File: src/shared/light_measurement_regs.svh
// register offsets, field positions, reset values and timing counts of the light measurement block
// assumes byte addresses on a 32-bit register bus, one register per aligned word
`ifndef LIGHT_MEASUREMENT_REGS_SVH
`define LIGHT_MEASUREMENT_REGS_SVH

// ----------------------------------------
// offsets
// ----------------------------------------
`define LM_ENABLE_OFS 8'h00
`define LM_ITIME_OFS 8'h04
`define LM_WTIME_OFS 8'h08
`define LM_CONFIG_OFS 8'h0C
`define LM_THR_LO_OFS 8'h10
`define LM_THR_HI_OFS 8'h14
`define LM_PERSIST_OFS 8'h18
`define LM_GAIN_OFS 8'h1C
`define LM_STATUS_OFS 8'h20
`define LM_DATA_BB_OFS 8'h24
`define LM_DATA_IR_OFS 8'h28
`define LM_IRQ_STAT_OFS 8'h2C
`define LM_IRQ_CLEAR_OFS 8'h30
`define LM_IRQ_EN_OFS 8'h34

// ----------------------------------------
// fields
// ----------------------------------------
`define LM_EN_POWER 0
`define LM_EN_MEASURE 1
`define LM_EN_WAIT 3
`define LM_EN_IRQ 4
`define LM_EN_SLEEP_IRQ 6
`define LM_IRQ_THR 0
`define LM_IRQ_DONE 1

// ----------------------------------------
// reset values
// ----------------------------------------
`define LM_ENABLE_RST 8'h00
`define LM_ITIME_RST 8'hFF
`define LM_WTIME_RST 8'hFF
`define LM_THR_LO_RST 16'h0000
`define LM_THR_HI_RST 16'hFFFF
`define LM_PERSIST_RST 4'h0
`define LM_GAIN_RST 2'h0

// ----------------------------------------
// timing and gain
// ----------------------------------------
`define LM_CLK_MHZ 20
`define LM_STEP_TIME_US 2730
`define LM_STEP_CYCLES (`LM_STEP_TIME_US * `LM_CLK_MHZ)
`define LM_STEP_FULL 12'h100
`define LM_LONG_WAIT_MUL 4'hC
`define LM_GAIN_X1 17'h0_0001
`define LM_GAIN_X8 17'h0_0008
`define LM_GAIN_X16 17'h0_0010
`define LM_GAIN_X120 17'h0_0078

`endif

File: src/shared/light_measurement_pkg.sv
// types shared by the light measurement controller and its serial target
// assumes the constants header is included by each design file
package light_measurement_pkg;

    typedef enum logic [1:0] {seq_sleep, seq_integrate, seq_wait} seq_state_type;

    typedef enum logic [2:0] {i2c_idle, i2c_addr, i2c_write, i2c_ack_in, i2c_read, i2c_ack_out} i2c_state_type;

    typedef struct packed {
        logic scl_s1, scl_s2, scl_q, sda_s1, sda_s2, sda_q;
        i2c_state_type state;
        logic [7:0] shift;
        logic [3:0] bitcnt;
        logic rw, first, nack, sda_oe_n, sda_out, wr_stb;
        logic [7:0] ptr, wr_addr, wr_data;
    } i2c_regs_type;

    typedef struct packed {
        logic bb_s1, bb_s2, bb_q, ir_s1, ir_s2, ir_q, pin_s1, pin_s2;
        logic [7:0] enable, itime, wtime;
        logic long_wait;
        logic [15:0] thr_lo, thr_hi;
        logic [3:0] persist;
        logic [1:0] gain, irq_stat, irq_en;
        seq_state_type state;
        logic [15:0] presc;
        logic [11:0] steps;
        logic [15:0] acc_bb, acc_ir, data_bb, data_ir;
        logic valid, out_flag;
        logic [3:0] out_cnt;
        logic wb_ack;
        logic [31:0] wb_dat;
        logic irq, int_oe_n, int_out;
    } ctrl_regs_type;

endpackage

File: src/rtl/light_measurement_ctrl.sv
// light measurement controller: converters, sequencer, thresholds, interrupt, register file
// assumes a classic wishbone master on clk_i and pins that are asynchronous to clk_i
//
// Implementation choices: the Wishbone interface to the registers and the register offsets.
`timescale 1ns/10ps
`include "light_measurement_regs.svh"

module light_measurement_ctrl #(
    parameter int STEP_CYCLES = `LM_STEP_CYCLES,
    parameter logic [6:0] TARGET_ADDR = 7'h2A
)(
    input wire logic clk_i,
    input wire logic rst_i,
    input wire logic wb_cyc_i,
    input wire logic wb_stb_i,
    input wire logic wb_we_i,
    input wire logic [7:0] wb_adr_i,
    input wire logic [3:0] wb_sel_i,
    input wire logic [31:0] wb_dat_i,
    output logic [31:0] wb_dat_o,
    output logic wb_ack_o,
    input wire logic scl_i,
    input wire logic sda_i,
    output logic sda_o,
    output logic sda_oe_n_o,
    input wire logic broadband_pulse_i,
    input wire logic infrared_pulse_i,
    input wire logic int_pin_i,
    output logic int_pin_o,
    output logic int_pin_oe_n_o,
    output logic irq_o
);

    localparam logic [15:0] STEP_LAST = 16'(STEP_CYCLES - 1);

    light_measurement_pkg::ctrl_regs_type q;
    light_measurement_pkg::ctrl_regs_type next_q;
    logic [7:0] i2c_ptr, i2c_wr_addr, i2c_wr_data, i2c_rd_data;
    logic i2c_wr_stb, wb_hit, tick, run, start_int, ev_thr, ev_done, out_range;
    logic [3:0] cnt_next;
    logic [16:0] gain_step;
    logic [31:0] i2c_word;

    // ----------------------------------------
    // register access helpers
    // ----------------------------------------
    function automatic logic [31:0] read_reg(input light_measurement_pkg::ctrl_regs_type s, input logic [7:0] a);
        logic [31:0] r;
        r = 32'h0000_0000;
        case (a & 8'hFC)
            `LM_ENABLE_OFS: r[7:0] = s.enable;
            `LM_ITIME_OFS: r[7:0] = s.itime;
            `LM_WTIME_OFS: r[7:0] = s.wtime;
            `LM_CONFIG_OFS: r[1] = s.long_wait;
            `LM_THR_LO_OFS: r[15:0] = s.thr_lo;
            `LM_THR_HI_OFS: r[15:0] = s.thr_hi;
            `LM_PERSIST_OFS: r[3:0] = s.persist;
            `LM_GAIN_OFS: r[1:0] = s.gain;
            `LM_STATUS_OFS: r[6:0] = {s.pin_s2, 1'b0, s.state, s.out_cnt == 4'h0, s.out_flag, s.valid};
            `LM_DATA_BB_OFS: r[15:0] = s.data_bb;
            `LM_DATA_IR_OFS: r[15:0] = s.data_ir;
            `LM_IRQ_STAT_OFS: r[1:0] = s.irq_stat;
            `LM_IRQ_EN_OFS: r[1:0] = s.irq_en;
            default: r = 32'h0000_0000;
        endcase
        return r;
    endfunction

    function automatic light_measurement_pkg::ctrl_regs_type write_reg(
        input light_measurement_pkg::ctrl_regs_type s, input logic [7:0] a,
        input logic [31:0] d, input logic [3:0] m);
        light_measurement_pkg::ctrl_regs_type r;
        logic [31:0] bm;
        logic [31:0] w;
        r = s;
        bm = {{8{m[3]}}, {8{m[2]}}, {8{m[1]}}, {8{m[0]}}};
        w = (read_reg(s, a) & ~bm) | (d & bm);
        case (a & 8'hFC)
            `LM_ENABLE_OFS: r.enable = w[7:0];
            `LM_ITIME_OFS: r.itime = w[7:0];
            `LM_WTIME_OFS: r.wtime = w[7:0];
            `LM_CONFIG_OFS: r.long_wait = w[1];
            `LM_THR_LO_OFS: r.thr_lo = w[15:0];
            `LM_THR_HI_OFS: r.thr_hi = w[15:0];
            `LM_PERSIST_OFS: r.persist = w[3:0];
            `LM_GAIN_OFS: r.gain = w[1:0];
            `LM_IRQ_CLEAR_OFS: r.irq_stat = s.irq_stat & ~(d[1:0] & bm[1:0]);
            `LM_IRQ_EN_OFS: r.irq_en = w[1:0];
            default: r = s;
        endcase
        return r;
    endfunction

    function automatic logic [15:0] sat_add(input logic [15:0] a, input logic [16:0] g);
        logic [16:0] sum;
        sum = {1'b0, a} + g;
        return sum[16] ? 16'hFFFF : sum[15:0];
    endfunction

    // ----------------------------------------
    // serial target
    // ----------------------------------------
    // the serial side only sees bytes; a word's lanes are picked by the low address bits
    assign i2c_word = read_reg(q, i2c_ptr);
    assign i2c_rd_data = i2c_word[8 * i2c_ptr[1:0] +: 8];

    i2c_register_target #(
        .TARGET_ADDR(TARGET_ADDR)
    ) u_target (
        .clk_i(clk_i),
        .rst_i(rst_i),
        .scl_i(scl_i),
        .sda_i(sda_i),
        .sda_o(sda_o),
        .sda_oe_n_o(sda_oe_n_o),
        .rd_data_i(i2c_rd_data),
        .ptr_o(i2c_ptr),
        .wr_stb_o(i2c_wr_stb),
        .wr_addr_o(i2c_wr_addr),
        .wr_data_o(i2c_wr_data)
    );

    // ----------------------------------------
    // sequencer helpers
    // ----------------------------------------
    assign tick = (q.presc == STEP_LAST);
    assign run = q.enable[`LM_EN_POWER] & q.enable[`LM_EN_MEASURE];
    assign out_range = (q.acc_bb > q.thr_hi) || (q.acc_bb < q.thr_lo);
    assign cnt_next = !out_range ? 4'h0 : (q.out_cnt == 4'hF) ? 4'hF : q.out_cnt + 4'h1;

    always_comb
    begin
        unique case (q.gain)
            2'h0: gain_step = `LM_GAIN_X1;
            2'h1: gain_step = `LM_GAIN_X8;
            2'h2: gain_step = `LM_GAIN_X16;
            2'h3: gain_step = `LM_GAIN_X120;
        endcase
    end

    // ----------------------------------------
    // next state
    // ----------------------------------------
    always_comb
    begin
        next_q = q;
        start_int = 1'b0;
        ev_thr = 1'b0;
        ev_done = 1'b0;
        next_q.bb_s1 = broadband_pulse_i;
        next_q.bb_s2 = q.bb_s1;
        next_q.bb_q = q.bb_s2;
        next_q.ir_s1 = infrared_pulse_i;
        next_q.ir_s2 = q.ir_s1;
        next_q.ir_q = q.ir_s2;
        next_q.pin_s1 = int_pin_i;
        next_q.pin_s2 = q.pin_s1;

        // serial write first, bus write second, so the bus write wins any byte that both hit in one cycle
        if (i2c_wr_stb)
            next_q = write_reg(next_q, i2c_wr_addr, {4{i2c_wr_data}}, 4'h1 << i2c_wr_addr[1:0]);
        wb_hit = wb_cyc_i & wb_stb_i & ~q.wb_ack;
        if (wb_hit && wb_we_i)
            next_q = write_reg(next_q, wb_adr_i, wb_dat_i, wb_sel_i);
        next_q.wb_ack = wb_hit;
        next_q.wb_dat = wb_hit && !wb_we_i ? read_reg(q, wb_adr_i) : 32'h0000_0000;

        next_q.presc = tick ? 16'h0000 : q.presc + 16'h0001;
        if (q.state == light_measurement_pkg::seq_integrate)
        begin
            if (q.bb_s2 && !q.bb_q)
                next_q.acc_bb = sat_add(q.acc_bb, gain_step);
            if (q.ir_s2 && !q.ir_q)
                next_q.acc_ir = sat_add(q.acc_ir, gain_step);
        end

        unique case (q.state)
            light_measurement_pkg::seq_sleep:
            begin
                next_q.presc = 16'h0000;
                if (run && !(q.enable[`LM_EN_SLEEP_IRQ] && q.irq_stat[`LM_IRQ_THR]))
                    start_int = 1'b1;
            end
            light_measurement_pkg::seq_integrate:
            begin
                if (!run)
                    next_q.state = light_measurement_pkg::seq_sleep;
                else if (tick && q.steps == 12'h001)
                begin
                    // in-progress sums stay hidden until this copy
                    next_q.data_bb = q.acc_bb;
                    next_q.data_ir = q.acc_ir;
                    next_q.valid = 1'b1;
                    next_q.out_flag = out_range;
                    next_q.out_cnt = cnt_next;
                    ev_done = 1'b1;
                    ev_thr = (q.persist == 4'h0) || (out_range && cnt_next >= q.persist);
                    if (ev_thr && q.enable[`LM_EN_SLEEP_IRQ])
                        next_q.state = light_measurement_pkg::seq_sleep;
                    else if (q.enable[`LM_EN_WAIT])
                    begin
                        next_q.state = light_measurement_pkg::seq_wait;
                        next_q.steps = 12'(({4'h0, `LM_STEP_FULL - {4'h0, q.wtime}}) *
                            (q.long_wait ? `LM_LONG_WAIT_MUL : 4'h1));
                    end
                    else
                        start_int = 1'b1;
                end
                else if (tick)
                    next_q.steps = q.steps - 12'h001;
            end
            light_measurement_pkg::seq_wait:
            begin
                if (!run)
                    next_q.state = light_measurement_pkg::seq_sleep;
                else if (tick && q.steps == 12'h001)
                    start_int = 1'b1;
                else if (tick)
                    next_q.steps = q.steps - 12'h001;
            end
        endcase

        if (start_int)
        begin
            next_q.state = light_measurement_pkg::seq_integrate;
            next_q.steps = `LM_STEP_FULL - {4'h0, q.itime};
            next_q.presc = 16'h0000;
            next_q.acc_bb = 16'h0000;
            next_q.acc_ir = 16'h0000;
        end

        // ----------------------------------------
        // interrupt
        // ----------------------------------------
        // set after the clear so an event in the clearing cycle survives
        next_q.irq_stat = next_q.irq_stat | {ev_done, ev_thr};
        next_q.irq = |(next_q.irq_stat & next_q.irq_en);
        next_q.int_oe_n = ~(next_q.enable[`LM_EN_IRQ] & next_q.irq_stat[`LM_IRQ_THR]);
    end

    always_ff @(posedge clk_i)
    begin
        if (rst_i)
        begin
            q <= '0;
            q.enable <= `LM_ENABLE_RST;
            q.itime <= `LM_ITIME_RST;
            q.wtime <= `LM_WTIME_RST;
            q.thr_lo <= `LM_THR_LO_RST;
            q.thr_hi <= `LM_THR_HI_RST;
            q.persist <= `LM_PERSIST_RST;
            q.gain <= `LM_GAIN_RST;
            q.state <= light_measurement_pkg::seq_sleep;
            q.int_oe_n <= 1'b1;
            q.pin_s1 <= 1'b1;
            q.pin_s2 <= 1'b1;
        end
        else
            q <= next_q;
    end

    assign wb_dat_o = q.wb_dat;
    assign wb_ack_o = q.wb_ack;
    assign int_pin_o = q.int_out;
    assign int_pin_oe_n_o = q.int_oe_n;
    assign irq_o = q.irq;

endmodule // light_measurement_ctrl

File: src/rtl/i2c_register_target.sv
// two-wire serial target giving byte access to the register map
// assumes scl and sda come from pins outside the clock domain; read data is valid for ptr_o
`timescale 1ns/10ps
`include "light_measurement_regs.svh"

module i2c_register_target #(
    parameter logic [6:0] TARGET_ADDR = 7'h2A
)(
    input wire logic clk_i,
    input wire logic rst_i,
    input wire logic scl_i,
    input wire logic sda_i,
    output logic sda_o,
    output logic sda_oe_n_o,
    input wire logic [7:0] rd_data_i,
    output logic [7:0] ptr_o,
    output logic wr_stb_o,
    output logic [7:0] wr_addr_o,
    output logic [7:0] wr_data_o
);

    light_measurement_pkg::i2c_regs_type q;
    light_measurement_pkg::i2c_regs_type next_q;
    logic scl_rise, scl_fall, start_cond, stop_cond;

    // ----------------------------------------
    // line events
    // ----------------------------------------
    // only the second sync stage and its delayed copy are looked at
    assign scl_rise = q.scl_s2 & ~q.scl_q;
    assign scl_fall = ~q.scl_s2 & q.scl_q;
    assign start_cond = q.scl_s2 & q.scl_q & q.sda_q & ~q.sda_s2;
    assign stop_cond = q.scl_s2 & q.scl_q & ~q.sda_q & q.sda_s2;

    // ----------------------------------------
    // protocol engine
    // ----------------------------------------
    always_comb
    begin
        next_q = q;
        next_q.wr_stb = 1'b0;
        next_q.scl_s1 = scl_i;
        next_q.scl_s2 = q.scl_s1;
        next_q.scl_q = q.scl_s2;
        next_q.sda_s1 = sda_i;
        next_q.sda_s2 = q.sda_s1;
        next_q.sda_q = q.sda_s2;
        if (start_cond)
        begin
            next_q.state = light_measurement_pkg::i2c_addr;
            next_q.bitcnt = 4'h0;
            next_q.sda_oe_n = 1'b1;
            next_q.first = 1'b1;
        end
        else if (stop_cond)
        begin
            next_q.state = light_measurement_pkg::i2c_idle;
            next_q.sda_oe_n = 1'b1;
        end
        else
        begin
            unique case (q.state)
                light_measurement_pkg::i2c_idle: ;
                light_measurement_pkg::i2c_addr, light_measurement_pkg::i2c_write:
                begin
                    if (scl_rise)
                    begin
                        next_q.shift = {q.shift[6:0], q.sda_s2};
                        next_q.bitcnt = q.bitcnt + 4'h1;
                    end
                    else if (scl_fall && q.bitcnt == 4'h8)
                    begin
                        next_q.state = light_measurement_pkg::i2c_ack_in;
                        next_q.sda_oe_n = 1'b0;
                        if (q.state == light_measurement_pkg::i2c_addr)
                        begin
                            next_q.rw = q.shift[0];
                            // foreign address: stay off the bus until the next start
                            if (q.shift[7:1] != TARGET_ADDR)
                            begin
                                next_q.state = light_measurement_pkg::i2c_idle;
                                next_q.sda_oe_n = 1'b1;
                            end
                        end
                        else if (q.first)
                        begin
                            next_q.ptr = q.shift;
                            next_q.first = 1'b0;
                        end
                        else
                        begin
                            next_q.wr_stb = 1'b1;
                            next_q.wr_addr = q.ptr;
                            next_q.wr_data = q.shift;
                            next_q.ptr = q.ptr + 8'h01;
                        end
                    end
                end
                light_measurement_pkg::i2c_ack_in, light_measurement_pkg::i2c_ack_out:
                begin
                    if (scl_rise && q.state == light_measurement_pkg::i2c_ack_out)
                        next_q.nack = q.sda_s2;
                    if (scl_fall)
                    begin
                        next_q.bitcnt = 4'h0;
                        next_q.sda_oe_n = 1'b1;
                        if (q.state == light_measurement_pkg::i2c_ack_out && q.nack)
                            next_q.state = light_measurement_pkg::i2c_idle;
                        else if (q.rw)
                        begin
                            next_q.state = light_measurement_pkg::i2c_read;
                            next_q.shift = rd_data_i;
                            next_q.sda_oe_n = rd_data_i[7];
                            next_q.ptr = q.ptr + 8'h01;
                        end
                        else
                            next_q.state = light_measurement_pkg::i2c_write;
                    end
                end
                light_measurement_pkg::i2c_read:
                begin
                    if (scl_fall)
                    begin
                        if (q.bitcnt == 4'h7)
                        begin
                            next_q.state = light_measurement_pkg::i2c_ack_out;
                            next_q.sda_oe_n = 1'b1;
                        end
                        else
                        begin
                            next_q.shift = {q.shift[6:0], 1'b0};
                            next_q.sda_oe_n = q.shift[6];
                            next_q.bitcnt = q.bitcnt + 4'h1;
                        end
                    end
                end
                default: next_q.state = light_measurement_pkg::i2c_idle;
            endcase
        end
    end

    always_ff @(posedge clk_i)
    begin
        if (rst_i)
        begin
            q <= '0;
            q.scl_s1 <= 1'b1;
            q.scl_s2 <= 1'b1;
            q.scl_q <= 1'b1;
            q.sda_s1 <= 1'b1;
            q.sda_s2 <= 1'b1;
            q.sda_q <= 1'b1;
            q.state <= light_measurement_pkg::i2c_idle;
            q.sda_oe_n <= 1'b1;
        end
        else
            q <= next_q;
    end

    assign sda_o = q.sda_out;
    assign sda_oe_n_o = q.sda_oe_n;
    assign ptr_o = q.ptr;
    assign wr_stb_o = q.wr_stb;
    assign wr_addr_o = q.wr_addr;
    assign wr_data_o = q.wr_data;

endmodule // i2c_register_target

File: config.mk
export PLATFORM = sky130hd
export DESIGN_NAME = light_measurement_ctrl
export DESIGN_NICKNAME = d
export VERILOG_FILES = /design/src/shared/light_measurement_pkg.sv /design/src/rtl/light_measurement_ctrl.sv /design/src/rtl/i2c_register_target.sv
export VERILOG_INCLUDE_DIRS = /design/src /design/src/shared
export SDC_FILE = /design/constraint.sdc
export NUM_CORES = 1
export LEC_CHECK = 0
export ABC_AREA = 1
export BUFFER_PORTS_ARGS = -buffer_cell sky130_fd_sc_hd__buf_2
export CORE_MARGIN = 3
export CORE_UTILIZATION = 28
export CTS_CLUSTER_SIZE = 20
export DETAILED_ROUTE_END_ITERATION = 8
export GPL_TIMING_DRIVEN = 0
export PLACE_DENSITY = 0.42
export SLEW_MARGIN = 0
export SYNTH_ARGS = -nofsm -noshare
export SYNTH_HDL_FRONTEND = slang
export SYNTH_SLANG_ARGS = --single-unit
File: constraint.sdc
create_clock -name clk_i -period 4.18 [get_ports clk_i]
set_clock_uncertainty 0.1 [all_clocks]
set_input_delay 0.836 -clock clk_i [delete_from_list [all_inputs] [get_ports clk_i]]
set_output_delay 0.836 -clock clk_i [all_outputs]
set_load 0.01 [all_outputs]
==> reports/qor.txt <==
initial antenna violation count - 1
FF-to-FF setup slack - 0.30 ns
area grow syn2layout - 15.2%
Die Ht - 252 um
Post-DP Area - 0.0182 mm2
Hold Startpoint - q[210]
H-tree Lvls - 2
GR Overflow Total - 0
Initial DRC Count - 1770
Routed wire per std cell - 22.0 um
Final Core Density - 32.9%
Data arrival, critical path - 4.20 ns
Initial DRT Pass Iterations - 6
initial core utilization - 28.5%
Synth cell types - 55
share of flip-flops with an asynchronous set or reset - 0%
DR vias - 18400
total CTS buffers - 34
final RePlAce weighted congestion - 0.980
Synth Flop Type - dfxtp_1
Die ar. - 0.0634 mm2
Rel. slew slack - 20.3%
warnings from Yosys - 0
Seq/Total Area, Yosys - 28.9%
cell area power density - 296 mW/mm2
Hold Fails Final Rpt - 0
HP Class - reg2reg
crit path kind - reg2reg
global-route wire length before repair - 113000 um
Fin Hold WS - 0.305 ns
status - finished, final reports clean
commonest non-fill, non-tap cells in the layout - nand2_1, inv_1, nor2_1
nets - 2874
CTS tree - built
dpl hpwl - 62600 um
Synth Instances - 2629
commonest non-fill, non-tap cell in the layout - nand2_1
final setup violation count - 0
FF-to-FF End - q[117]
ANT nets after route - 0
mean area per synthesized cell - 6.44 um2
EDFF count, synth - 0
DIE WIDTH - 252 um
Clock Latency Late Sink - 0.56 ns
routed wire length - 77700 um
vias in the first global route - 17300
Crit. End Element - flop
largest net degree at the start of global routing - 11
Synth Cell Area - 0.0169 mm2
worst r2r src - q[179]
core area - 0.0594 mm2
global-route usage over all layers - 23.8%
CTS clk-pin slew, worst paths - 0.05 ns
Peak Freq - 258 MHz
Max Slew Vio Count - 0
Hold Path Stages - 2
Worst Hold End - q[209]
share of cells above drive strength 1 - 9.03%
Tmin final - 3.88 ns
row count - 89
CTS Buffer Depth - 3
FF-to-FF path depth - 22
post-layout total power - 5.77 mW
Design Area, Final - 0.0195 mm2
final antenna diode count - 0
cell chosen for the clock root - clkbuf_16
DRC violations left - 0
Vias/cell - 5.21
RSZ-0062 raised after global routing - no
Setup crit start kind - flop
Hold-fix buffers, CTS - 0
Yosys reg bits - 244
IO Count - 92
Peak supply drop - 211 uV
period utilization - 92.7%
worst-path fanout max - 5
Max-cap violations - 0
Buffers on Ports - 50
Sink Count - 244
Pleak - 8.80 nW
Critical Path RT - 4.50 ns
Slew @ Worst Pin - 1.18 ns
-- cell usage after synthesis, drive strengths merged, types with 12 or more instances --
| master | number | share of area [%] |
|---|---|---|
| nand2 | 532 | 12 |
| inv | 398 | 8.8 |
| nor2 | 302 | 7.1 |
| dfxtp | 244 | 29 |
| nand3 | 227 | 6.8 |
| a21oi | 189 | 5.6 |
| o21ai | 178 | 5.3 |
| ha | 80 | 5.9 |
| o22ai | 77 | 2.8 |
| buf | 63 | 2.6 |
| clkbuf | 56 | 1.2 |
| xor2 | 42 | 2.2 |
| nand4 | 28 | 1.0 |
| o211ai | 27 | 1.2 |
| nor3 | 26 | 0.83 |
| a221oi | 24 | 1.3 |
| a22oi | 15 | 0.67 |
| nor4 | 15 | 0.59 |
| a211oi | 14 | 0.62 |
| xnor2 | 12 | 0.62 |
-- cells by family after synthesis --
kind of cell    Yosys count  synth area share (%)
compound gates          566                  19.4
xor+xnor                 54                  2.80
fa+ha+maj                86                  6.63
buf+inv                 525                  12.8
flops                   244                  28.9
mux                       6                 0.355
other cells               1                0.0222
simple gates           1147                  29.1
-- how the worst max path moves through the flow --
| stage | from | to | slack [ns] | cells past startpoint |
|---|---|---|---|---|
| 5_1_grt | q[179] | q[117] | 0.01 | 22 |
| 3_3_place_gp | q[179] | q[117] | -0.29 | 22 |
| 2_1_floorplan | q[178] | q[117] | 0.49 | 22 |
| 6_report | q[179] | q[117] | 0.30 | 22 |
| 3_5_place_dp | q[178] | q[117] | -0.35 | 22 |
| 4_1_cts | q[161] | q[117] | 0.004 | 28 |
-- final cells by class --
class	instances	area (um2)
clock inverter	8	138
timing repair buffer	54	280
clock buffer	52	1020
buffer	117	651
inverter	406	1540
multi-input combinational	1877	10000
tap	773	967
sequential	244	4900
fill	6656	39900
-- worst max-delay path, cell delays in order, from the launching register on --
cell	delay (ns)
dfxtp_4	0.39
inv_6	0.12
nand3_1	0.14
nor2_1	0.11
nand2_1	0.06
or2_2	0.30
nor2_1	0.12
xor2_1	0.11
or2_2	0.31
fa_1	0.48
inv_1	0.04
ha_1	0.33
a21o_1	0.20
a21oi_2	0.15
nor2_1	0.08
o21ai_1	0.15
nand2_1	0.08
nand2_1	0.06
nand3_1	0.09
o21ai_0	0.11
nand2_1	0.07
o21ai_0	0.09
nor2_1	0.05
-- through the flow --
stage / TNS, ns / std cells / setup slack [ns]
final: 0 / 3531 / 0.304
after global routing: 0 / 3531 / 0.0125
after CTS: 0 / 3531 / 0.00373
after detailed placement: -2.16 / 3469 / -0.345
after global placement: -1.28 / 3469 / -0.290
after floorplan: 0 / 2646 / 0.486
-- metal layers --
layer / wire length, um / global-route usage (%) / part of all wire, %
met5: 0 / 0 / 0
met2: 34600 / 38.5 / 45
met1: 35400 / 32.8 / 46
met4: 2700 / 8.12 / 3.5
met3: 5000 / 3.04 / 6.4
-- where the power goes --
group / switching (mW) / internal (mW) / leakage [nW]
sequential: 0.0197 / 2.35 / 1.97
combinational: 0.251 / 0.0943 / 6.26
clock: 1.19 / 1.87 / 0.567
total: 1.46 / 4.31 / 8.80
-- repair_timing --
item                       4_1_cts  5_1_grt
setup endpoints to repair       32       62
gates resized for setup         12       37
pin swaps                        1        4
setup buffers                    4        0
No activity file was read; power rests on OpenSTA's default activity.
